### config.mk
export PLATFORM = sky130hd
export DESIGN_NAME = motor_phase_filters
export DESIGN_NICKNAME = d
export VERILOG_FILES = /design/src/design/motor_filter_pkg.sv /design/src/design/motor_phase_filters.sv
export SDC_FILE = /design/constraint.sdc
export NUM_CORES = 1
export LEC_CHECK = 0
export BUFFER_PORTS_ARGS = -buffer_cell sky130_fd_sc_hd__buf_4
export CORE_AREA = 5 5 102 104
export DETAILED_ROUTE_END_ITERATION = 7
export DIE_AREA = 0 0 107 109
export GPL_ROUTABILITY_DRIVEN = 0
export PLACE_DENSITY = 0.8
export SLEW_MARGIN = 5
export SYNTH_ARGS = -nofsm -noshare
export SYNTH_HDL_FRONTEND = slang
export SYNTH_SLANG_ARGS = --single-unit
### constraint.sdc
create_clock -name CLOCK -period 6.9 [get_ports CLOCK]
set_input_delay 0 -clock CLOCK [delete_from_list [all_inputs] [get_ports CLOCK]]
set_output_delay 0 -clock CLOCK [all_outputs]
set_load 0.005 [all_outputs]
### src/design/motor_filter_pkg.sv
/*
  constants, register map and carrier types for the motor phase and event filter block.
  assumes a single 40 MHz clock and an AHB-Lite master with word accesses.
*/
package motor_filter_pkg;
  localparam logic [7:0] PHASE_STATE_OFFSET = 8'h00;
  localparam logic [7:0] CURRENT_FEEDBACK_OFFSET = 8'h04;
  localparam logic [7:0] D_EVENT_FILTER_OFFSET = 8'h08;
  localparam logic [7:0] PHASE_MASK_OFFSET = 8'h0c;
  localparam logic [7:0] STATUS_OFFSET = 8'h10;
  localparam logic [7:0] PHASE_STATE_RESET = 8'h00;
  localparam logic [7:0] CURRENT_FEEDBACK_RESET = 8'h00;
  localparam logic [7:0] D_EVENT_FILTER_RESET = 8'h00;
  localparam int INPUT_SELECT_LSB = 6;
  localparam int PAGE_SELECT_BIT = 7;
  localparam int SOFT_RESET_BIT = 6;
  localparam int SAMPLE_COUNT_LSB = 3;
  localparam int D_COUNT_LSB = 4;
  localparam logic [1:0] SELECT_A = 2'h0;
  localparam logic [1:0] SELECT_B = 2'h1;
  localparam logic [1:0] SELECT_C = 2'h2;
  localparam logic [1:0] SELECT_ENCODER = 2'h3;
  // timing: figures in ns, step counts derived from the 250 ns bus clock period
  localparam int CLOCK_PERIOD_NS = 25;
  localparam int BUS_CLOCK_PERIOD_NS = 250;
  localparam int BUS_CLOCK_DIV = BUS_CLOCK_PERIOD_NS / CLOCK_PERIOD_NS;
  localparam int CURRENT_SAMPLE_DIV = 4;
  localparam int BLANK_STEP_NS = 500;
  localparam int BLANK_STEP_CYCLES = (BLANK_STEP_NS + BUS_CLOCK_PERIOD_NS - 1) / BUS_CLOCK_PERIOD_NS;
  localparam int D_STEP_SHORT_NS = 5000;
  localparam int D_STEP_LONG_NS = 20000;
  localparam int D_STEP_SHORT_CYCLES = (D_STEP_SHORT_NS + BUS_CLOCK_PERIOD_NS - 1) / BUS_CLOCK_PERIOD_NS;
  localparam int D_STEP_LONG_CYCLES = (D_STEP_LONG_NS + BUS_CLOCK_PERIOD_NS - 1) / BUS_CLOCK_PERIOD_NS;

  typedef struct packed {
    logic [31:0] haddr;
    logic [1:0] htrans;
    logic hwrite;
    logic [2:0] hsize;
    logic hsel;
    logic hready;
    logic [31:0] hwdata;
  } ahb_request_t;

  typedef struct packed {
    logic [31:0] hrdata;
    logic hreadyout;
    logic hresp;
  } ahb_answer_t;

  typedef struct packed {
    logic [1:0] rotor_sync_a;
    logic [1:0] rotor_sync_b;
    logic [1:0] rotor_sync_c;
    logic [1:0] current_sync;
    logic [1:0] d_sync;
    logic [1:0] c_sync;
    logic [1:0] pwm_sync;
    logic [1:0] z_clock_sync;
    logic c_prev;
    logic pwm_prev;
    logic z_prev;
  } input_sync_t;
endpackage

### src/design/motor_phase_filters.sv
/*
  phase state register with preload, current feedback filter and d event filter, behind an AHB-Lite slave.
  assumes pins asynchronous to CLOCK (two flop sync), one AHB-Lite master, word-wide single transfers.
*/
// Notes on behaviour
// RL1: input select 00 A, 01 B, 10 C, 11 encoder
// RL2: encoder mode feeds A/B digitally, bypasses mux
// RL3: preloaded bits take effect at next C event
// RL4: channel bits enable outputs unless override/dead-time
// RL5: partial write of non-preload bits clears preload
// RL6: page select bit 7 steers page 0/1
// RL7: soft reset bit returns all motor registers; phase mask keeps its value
// RL8: current event after N consecutive above-limit samples
// RL9: current samples taken at quarter bus clock
// RL10: blanking window at PWM turn-on, 0.5us steps
// RL11: comparator output ignored during current blanking
// RL12: blanking counted in bus clock cycles
// RL13: D event after selected consecutive D detections
// RL14: D blanking window starts at every C event; code starts it only outside sensor mode
// RL15: D samples on z clock, code+1, not sensor mode
// RL16: D window 5us steps then 20us; none in sensor mode
// RL17: soft reset bit clears itself after reset
// RL18: counters restart on invalid sample or blanking
module motor_phase_filters
  import motor_filter_pkg::*;
#(
  parameter int D_WINDOW_BITS = 10
) (
  input wire logic CLOCK,
  input wire logic RESET,
  input wire ahb_request_t AHB_REQUEST,
  output ahb_answer_t AHB_ANSWER,
  input wire logic ROTOR_INPUT_A,
  input wire logic ROTOR_INPUT_B,
  input wire logic ROTOR_INPUT_C,
  input wire logic CURRENT_ABOVE_LIMIT,
  input wire logic D_DETECT,
  input wire logic C_EVENT,
  input wire logic PWM_ON,
  input wire logic Z_SAMPLE_CLOCK,
  input wire logic SENSOR_MODE_SELECT,
  input wire logic CHANNEL_OVERRIDE_BIT,
  input wire logic DEAD_TIME_ENABLE,
  output logic COMPARATOR_INPUT,
  output logic ENCODER_A,
  output logic ENCODER_B,
  output logic ENCODER_MODE,
  output logic [5:0] OUTPUT_CHANNEL_ON,
  output logic PAGE_SELECT,
  output logic CURRENT_EVENT,
  output logic D_EVENT
);
  initial begin
    if (D_WINDOW_BITS < 10 || D_WINDOW_BITS > 16) begin
      $error("D_WINDOW_BITS must hold 200 us of bus clock cycles");
    end
  end

  typedef struct packed {
    input_sync_t sync;
    logic [7:0] phase_state_reg;
    logic [7:0] phase_shadow;
    logic shadow_pending;
    logic [7:0] current_feedback_reg;
    logic [7:0] d_event_filter_reg;
    logic [7:0] phase_mask;
    logic [3:0] bus_div;
    logic [1:0] sample_div;
    logic [3:0] blank_count;
    logic [2:0] current_run;
    logic [D_WINDOW_BITS-1:0] d_blank_count;
    logic [3:0] d_run;
    logic data_phase;
    logic data_write;
    logic [7:0] data_addr;
    logic [31:0] read_data;
    logic current_event;
    logic d_event;
    logic comparator_input;
    logic encoder_a;
    logic encoder_b;
  } state_t;

  state_t state;
  state_t next_state;

  logic bus_tick;
  logic sample_tick;
  logic c_edge;
  logic pwm_edge;
  logic z_edge;
  logic current_blanked;
  logic d_blanked;
  logic [7:0] write_byte;
  logic [7:0] merged_phase;
  logic [3:0] blank_steps;
  logic [D_WINDOW_BITS-1:0] d_window_cycles;
  logic address_valid;

  assign bus_tick = state.bus_div == 4'(BUS_CLOCK_DIV - 1);
  assign sample_tick = bus_tick && state.sample_div == 2'(CURRENT_SAMPLE_DIV - 1); // RL9
  assign c_edge = state.sync.c_sync[1] && !state.sync.c_prev;
  assign pwm_edge = state.sync.pwm_sync[1] && !state.sync.pwm_prev;
  assign z_edge = state.sync.z_clock_sync[1] && !state.sync.z_prev;
  assign current_blanked = state.blank_count != 4'h0; // RL11
  assign d_blanked = state.d_blank_count != '0;
  assign write_byte = AHB_REQUEST.hwdata[7:0];
  assign address_valid = AHB_REQUEST.hsel && AHB_REQUEST.hready && AHB_REQUEST.htrans[1];
  // 0.5us is BLANK_STEP_CYCLES bus clock cycles per code
  assign blank_steps = 4'(state.current_feedback_reg[2:0] * BLANK_STEP_CYCLES); // RL10 RL12

  always_comb begin
    logic [3:0] code;
    code = state.d_event_filter_reg[3:0];
    if (!code[3]) begin
      d_window_cycles = D_WINDOW_BITS'((32'(code) + 32'd1) * D_STEP_SHORT_CYCLES); // RL16
    end else begin
      d_window_cycles = D_WINDOW_BITS'(32'd8 * D_STEP_SHORT_CYCLES
        + (32'(code) - 32'd7) * D_STEP_LONG_CYCLES); // RL16
    end
  end

  // whole-register write replaces preload; a masked write loads zero into the preload
  always_comb begin
    merged_phase = write_byte;
    if (state.phase_mask != 8'hff) begin
      merged_phase = (write_byte & state.phase_mask & 8'h00) | 8'h00; // RL5
    end
  end

  always_comb begin
    next_state = state;
    next_state.sync.rotor_sync_a = {state.sync.rotor_sync_a[0], ROTOR_INPUT_A};
    next_state.sync.rotor_sync_b = {state.sync.rotor_sync_b[0], ROTOR_INPUT_B};
    next_state.sync.rotor_sync_c = {state.sync.rotor_sync_c[0], ROTOR_INPUT_C};
    next_state.sync.current_sync = {state.sync.current_sync[0], CURRENT_ABOVE_LIMIT};
    next_state.sync.d_sync = {state.sync.d_sync[0], D_DETECT};
    next_state.sync.c_sync = {state.sync.c_sync[0], C_EVENT};
    next_state.sync.pwm_sync = {state.sync.pwm_sync[0], PWM_ON};
    next_state.sync.z_clock_sync = {state.sync.z_clock_sync[0], Z_SAMPLE_CLOCK};
    next_state.sync.c_prev = state.sync.c_sync[1];
    next_state.sync.pwm_prev = state.sync.pwm_sync[1];
    next_state.sync.z_prev = state.sync.z_clock_sync[1];

    next_state.bus_div = bus_tick ? 4'h0 : state.bus_div + 4'h1;
    if (bus_tick) begin
      next_state.sample_div = state.sample_div + 2'h1;
    end

    // preload transfer on the next C event
    if (c_edge && state.shadow_pending) begin
      next_state.phase_state_reg = state.phase_shadow; // RL3
      next_state.shadow_pending = 1'b0;
    end

    // comparator routing
    unique case (state.phase_state_reg[7:6])
      SELECT_A: next_state.comparator_input = state.sync.rotor_sync_a[1]; // RL1
      SELECT_B: next_state.comparator_input = state.sync.rotor_sync_b[1]; // RL1
      SELECT_C: next_state.comparator_input = state.sync.rotor_sync_c[1]; // RL1
      SELECT_ENCODER: next_state.comparator_input = 1'b0; // RL2
    endcase
    next_state.encoder_a = state.phase_state_reg[7:6] == SELECT_ENCODER && state.sync.rotor_sync_a[1]; // RL2
    next_state.encoder_b = state.phase_state_reg[7:6] == SELECT_ENCODER && state.sync.rotor_sync_b[1]; // RL2

    // current blanking at pwm turn-on
    if (pwm_edge && blank_steps != 4'h0) begin
      next_state.blank_count = blank_steps; // RL10
    end else if (current_blanked && bus_tick) begin
      next_state.blank_count = state.blank_count - 4'h1; // RL12
    end

    next_state.current_event = 1'b0;
    if (current_blanked) begin
      next_state.current_run = 3'h0; // RL18
    end else if (sample_tick) begin
      if (!state.sync.current_sync[1]) begin
        next_state.current_run = 3'h0; // RL18
      end else if (state.current_run == state.current_feedback_reg[5:3]) begin
        next_state.current_event = 1'b1; // RL8
        next_state.current_run = 3'h0;
      end else begin
        next_state.current_run = state.current_run + 3'h1; // RL8
      end
    end

    // d event filtering, off in sensor mode
    if (c_edge && !SENSOR_MODE_SELECT) begin
      next_state.d_blank_count = d_window_cycles; // RL14 RL16
    end else if (d_blanked && bus_tick) begin
      next_state.d_blank_count = state.d_blank_count - D_WINDOW_BITS'(1);
    end
    next_state.d_event = 1'b0;
    if (SENSOR_MODE_SELECT) begin
      next_state.d_run = 4'h0;
      next_state.d_event = state.sync.d_sync[1] && z_edge; // RL15
    end else if (d_blanked) begin
      next_state.d_run = 4'h0; // RL14 RL18
    end else if (z_edge) begin
      if (!state.sync.d_sync[1]) begin
        next_state.d_run = 4'h0; // RL18
      end else if (state.d_run == state.d_event_filter_reg[7:4]) begin
        next_state.d_event = 1'b1; // RL13 RL15
        next_state.d_run = 4'h0;
      end else begin
        next_state.d_run = state.d_run + 4'h1; // RL13
      end
    end

    // bus data phase
    if (state.data_phase && state.data_write) begin
      unique case (state.data_addr)
        PHASE_STATE_OFFSET: begin
          next_state.phase_shadow = merged_phase; // RL3 RL5
          next_state.shadow_pending = 1'b1;
        end
        CURRENT_FEEDBACK_OFFSET: next_state.current_feedback_reg = write_byte; // RL6
        D_EVENT_FILTER_OFFSET: next_state.d_event_filter_reg = write_byte;
        PHASE_MASK_OFFSET: next_state.phase_mask = write_byte;
        default: ;
      endcase
    end
    next_state.data_phase = address_valid;
    next_state.data_write = AHB_REQUEST.hwrite;
    next_state.data_addr = AHB_REQUEST.haddr[7:0];
    if (address_valid && !AHB_REQUEST.hwrite) begin
      unique case (AHB_REQUEST.haddr[7:0])
        PHASE_STATE_OFFSET: next_state.read_data = {24'h0, state.phase_state_reg};
        CURRENT_FEEDBACK_OFFSET: next_state.read_data = {24'h0, state.current_feedback_reg};
        D_EVENT_FILTER_OFFSET: next_state.read_data = {24'h0, state.d_event_filter_reg};
        PHASE_MASK_OFFSET: next_state.read_data = {24'h0, state.phase_mask};
        STATUS_OFFSET: next_state.read_data = {24'h0, 4'h0, state.shadow_pending, d_blanked,
          current_blanked, state.sync.current_sync[1]};
        default: next_state.read_data = 32'h0;
      endcase
    end

    // soft reset of phase, preload, current feedback and d filter registers (phase mask kept), bit then reads as zero
    if (state.current_feedback_reg[SOFT_RESET_BIT]) begin
      next_state.phase_state_reg = PHASE_STATE_RESET; // RL7
      next_state.phase_shadow = PHASE_STATE_RESET;
      next_state.shadow_pending = 1'b0;
      next_state.current_feedback_reg = CURRENT_FEEDBACK_RESET; // RL7 RL17
      next_state.d_event_filter_reg = D_EVENT_FILTER_RESET; // RL7
      next_state.blank_count = 4'h0;
      next_state.current_run = 3'h0;
      next_state.d_blank_count = '0;
      next_state.d_run = 4'h0;
    end
  end

  always_ff @(posedge CLOCK) begin
    if (RESET) begin
      state <= '0;
      state.phase_mask <= 8'hff;
    end else begin
      state <= next_state;
    end
  end

  assign AHB_ANSWER.hrdata = state.read_data;
  assign AHB_ANSWER.hreadyout = 1'b1;
  assign AHB_ANSWER.hresp = 1'b0;
  assign COMPARATOR_INPUT = state.comparator_input;
  assign ENCODER_A = state.encoder_a;
  assign ENCODER_B = state.encoder_b;
  assign ENCODER_MODE = state.phase_state_reg[7:6] == SELECT_ENCODER; // RL2
  // override and dead-time take the channels away from this register
  assign OUTPUT_CHANNEL_ON = (CHANNEL_OVERRIDE_BIT || DEAD_TIME_ENABLE) ? 6'h00
    : state.phase_state_reg[5:0]; // RL4
  assign PAGE_SELECT = state.current_feedback_reg[PAGE_SELECT_BIT]; // RL6
  assign CURRENT_EVENT = state.current_event;
  assign D_EVENT = state.d_event;
endmodule

==> flow_summary_export.csv <==
group,metric,value,unit
sta,finalCritPeriodShare,0.372,
yosys,syn_avg_cell_area,8.98,sq um
yosys,yosys_most_used_dff,"dfxtp_1",
sta,finalSetupViolations,0,
placed_design,hpwl,8210,microns
power,p_per_area,191,nW/um^2
sta,maxSlewHeadroom,0.555,
yosys,synth_compound_area_frac,0.0938,
yosys,synth_top_area_frac,0.426,
setup_path,path_class,"register to register",
power,p_int,0.834,mW
sta,setup_tns,0,ns
global_routing,grt_max_degree,68,
power,p_seq_frac,0.578,
clocking,cts_sinks,110,
layout,final_util,0.626,
drt,viasPerCell,5.48,
layout,fillers,766,
drt,drc,0,
setup_path,reg2reg_slack,4.34,ns
setup_path,endpoint_kind,"register",
floorplan,fp.dieW,107,microns
sta,max_freq,390,MHz
layout,layout_commonest_cell,"dfxtp_1",
yosys,ys.warnings.count,0,
power,power_leakage,2.46,nW
clocking,cts_buffer_depth,2,
power,combPwrFrac,0.080,
setup_path,worstSetupStartpointType,"register",
clocking,holdBufCountCts,28,
drt,ant_nets,0,
drt,dr.pass1.iters,5,
global_routing,antenna_found_initial,0,
yosys,synth_top_family_by_area,"simple AND/OR/NAND/NOR gates",
layout,layout_common_cells,"110 x dfxtp_1, 71 x nor2_1, 55 x buf_4, 38 x nand2_1",
drt,drt-total-wl,11500,microns
clocking,postCtsSetupRepairBufs,0,
layout,antenna_cells,0,
setup_path,r2r_cells,11,
yosys,ys_async_sr_fraction,0,
yosys,yosysTopAreaCell,"dfxtp_1",
drt,dr.first_iter.drc_count,304,
floorplan,rows,36,
sta,rsz0062_at_grt,"no",
global_routing,track_usage,0.203,
yosys,muxShareOfSynthArea,0.0705,
global_routing,grt_pass1_wl,19000,microns
worst_hold_path,hold_path_class,"input pin to register",
layout,nets,735,
power,irDropWorstVdd,0.000140,V
setup_path,timing.critical_path.fanout_max,7,
sta,hold_viol,0,
yosys,yosys.area_share.adder,0.0451,
worst_hold_path,hold_depth,2,
yosys,synth.distinct_cells,55,
setup_path,crit_required,7.16,ns
power,sw_frac_of_total,0.263,
layout,layout-area-overhead-vs-synth,14.7,%
floorplan,core_area,9460,sq um
sta,whs,0.140,ns
flow_run,drv_cap,0,
floorplan,ios,132,
layout,stdcell_area,5920,sq um
placed_design,io_buffers,53,
clocking,h-tree-depth,3,
power,p_sw,0.297,mW
yosys,syn-cell-area,5160,sq um
setup_path,worstPathArrival,2.82,ns
drt,vias,4116,
clocking,cts-buffers-inserted,9,
yosys,synthSimpleGateAreaFrac,0.238,
placed_design,place_area,5450,sq um
drt,drt-wirelength-per-cell,15.3,microns
yosys,ys_seq_area_frac,0.426,
yosys,synth_edf_count,0,
power,power_frac_clock,0.342,
clocking,root_buffer,"clkbuf_8",
yosys,syn_inst,575,
yosys,synth_area_leaders,"dfxtp_1 43%, nor2_1 5.2%, buf_4 5.1%",
layout,final_layout_size_suffix_gt1_frac,0.138,
global_routing,grt.overflow.total,0,
sta,fin_crit,2.56,ns
yosys,synthXorXnorAreaFrac,0.0424,
clocking,clk_latency,0.37,ns
outcome,outcome,"finished clean",
global_routing,grt_pass1_vias,4007,
sta,tightest_slew,0.667,ns
floorplan,initial_core_util,0.546,
clocking,cts_tree,"built",
sta,maxSlewViolCount,0,
yosys,synth-seq-cells,110,
clocking,cts_resized,0,
floorplan,die_h,109,microns
floorplan,die_area,11700,sq um
clocking,clk_pin_slew_worst_paths,0.11,ns
sta,fin_skew,0.0159,ns
==> metrics by stage <==
step	std cells	power [mW]	worst slack [ns]
6_report	751	1.13	4.34
5_1_grt	751	1.18	4.16
4_1_cts	751	1.13	4.36
3_5_place_dp	707	0.745	4.37
3_3_place_gp	707	0.743	4.42
2_1_floorplan	599	0.727	4.53
==> synthesized netlist by cell type (all sizes together) (2+ instances only) <==
| cell type | instances |
|---|---|
| a21oi | 26 |
| a22oi | 10 |
| a2bb2oi | 2 |
| a311oi | 3 |
| a31oi | 10 |
| and2 | 6 |
| buf | 42 |
| clkbuf | 19 |
| conb | 2 |
| dfxtp | 110 |
| ha | 17 |
| inv | 16 |
| mux2i | 24 |
| mux4 | 5 |
| nand2 | 38 |
| nand2b | 2 |
| nand3 | 23 |
| nand3b | 9 |
| nand4 | 7 |
| nand4b | 2 |
| nor2 | 71 |
| nor2b | 28 |
| nor3 | 24 |
| nor3b | 5 |
| nor4 | 6 |
| o21ai | 19 |
| o31a | 2 |
| or2 | 2 |
| or3 | 3 |
| or4 | 3 |
| xnor2 | 13 |
| xor2 | 12 |
==> layout make-up <==
| class | count | area [sq um] | area share |
|---|---|---|---|
| clock inverters | 7 | 73.8 | 0.0125 |
| multi-input cells | 412 | 2630 | 0.444 |
| flip-flops and latches | 110 | 2200 | 0.372 |
| well taps | 114 | 143 | 0.0241 |
| inverters | 16 | 60.1 | 0.0101 |
| repair buffers | 83 | 693 | 0.117 |
| clock buffers | 9 | 124 | 0.0209 |
==> state kept, by name, indices dropped and copies added, names as in the netlist <==
register	count
COMPARATOR_INPUT	1
PAGE_SELECT	1
ENCODER_B	1
AHB_ANSWER	8
ENCODER_A	1
D_EVENT	1
CURRENT_EVENT	1
next_state	11
state	85
==> layer usage <==
metal | wire [microns] | global-route usage | up-vias | share of wire
met2 | 5910 | 0.370 | 113 | 0.51
met3 | 500 | 0.0337 | 16 | 0.044
met1 | 4860 | 0.245 | 1953 | 0.42
met4 | 208 | 0.0658 | 0 | 0.018
li1 | - | - | 2034 | -
met5 | 0 | 0 | - | 0
==> worst paths after layout <==
kind,startpoint,endpoint
worst min register to register,next_state[119]$_SDFF_PP0_,next_state[115]$_SDFF_PP0_
worst max-delay path,state[82]$_SDFFE_PP0P_,state[58]$_SDFFE_PP0P_
worst min-delay path,RESET,state[117]$_SDFF_PP0_
worst max register to register,state[82]$_SDFFE_PP0P_,state[58]$_SDFFE_PP0P_
==> cell families after synthesis <==
group,after synthesis
AO/OA/AOI/OAI,78
XOR/XNOR,25
adder cells (fa/ha/maj),18
buffers and inverters,77
flip-flops,110
multiplexers,30
other,2
AND/OR/NAND/NOR,235
==> power by group through the flow <==
| stage | clock network, mW | registers (mW) | logic [mW] |
|---|---|---|---|
| final | 0.387 | 0.654 | 0.0907 |
| after global routing | 0.419 | 0.656 | 0.100 |
| after CTS | 0.390 | 0.654 | 0.0892 |
| after detailed placement | 0 | 0.669 | 0.0765 |
| after global placement | 0 | 0.668 | 0.0750 |
| after floorplan | 0 | 0.666 | 0.0602 |
==> critical path, cell delays in order (launching register included) <==
cell	delay, ns
dfxtp_1	0.52
ha_1	0.23
xor2_1	0.29
ha_1	0.25
ha_1	0.15
inv_1	0.05
fa_1	0.37
xor2_1	0.17
xnor2_1	0.15
mux2i_1	0.08
o21ai_0	0.16
a21oi_1	0.05
(Power assumes the default switching activity.)
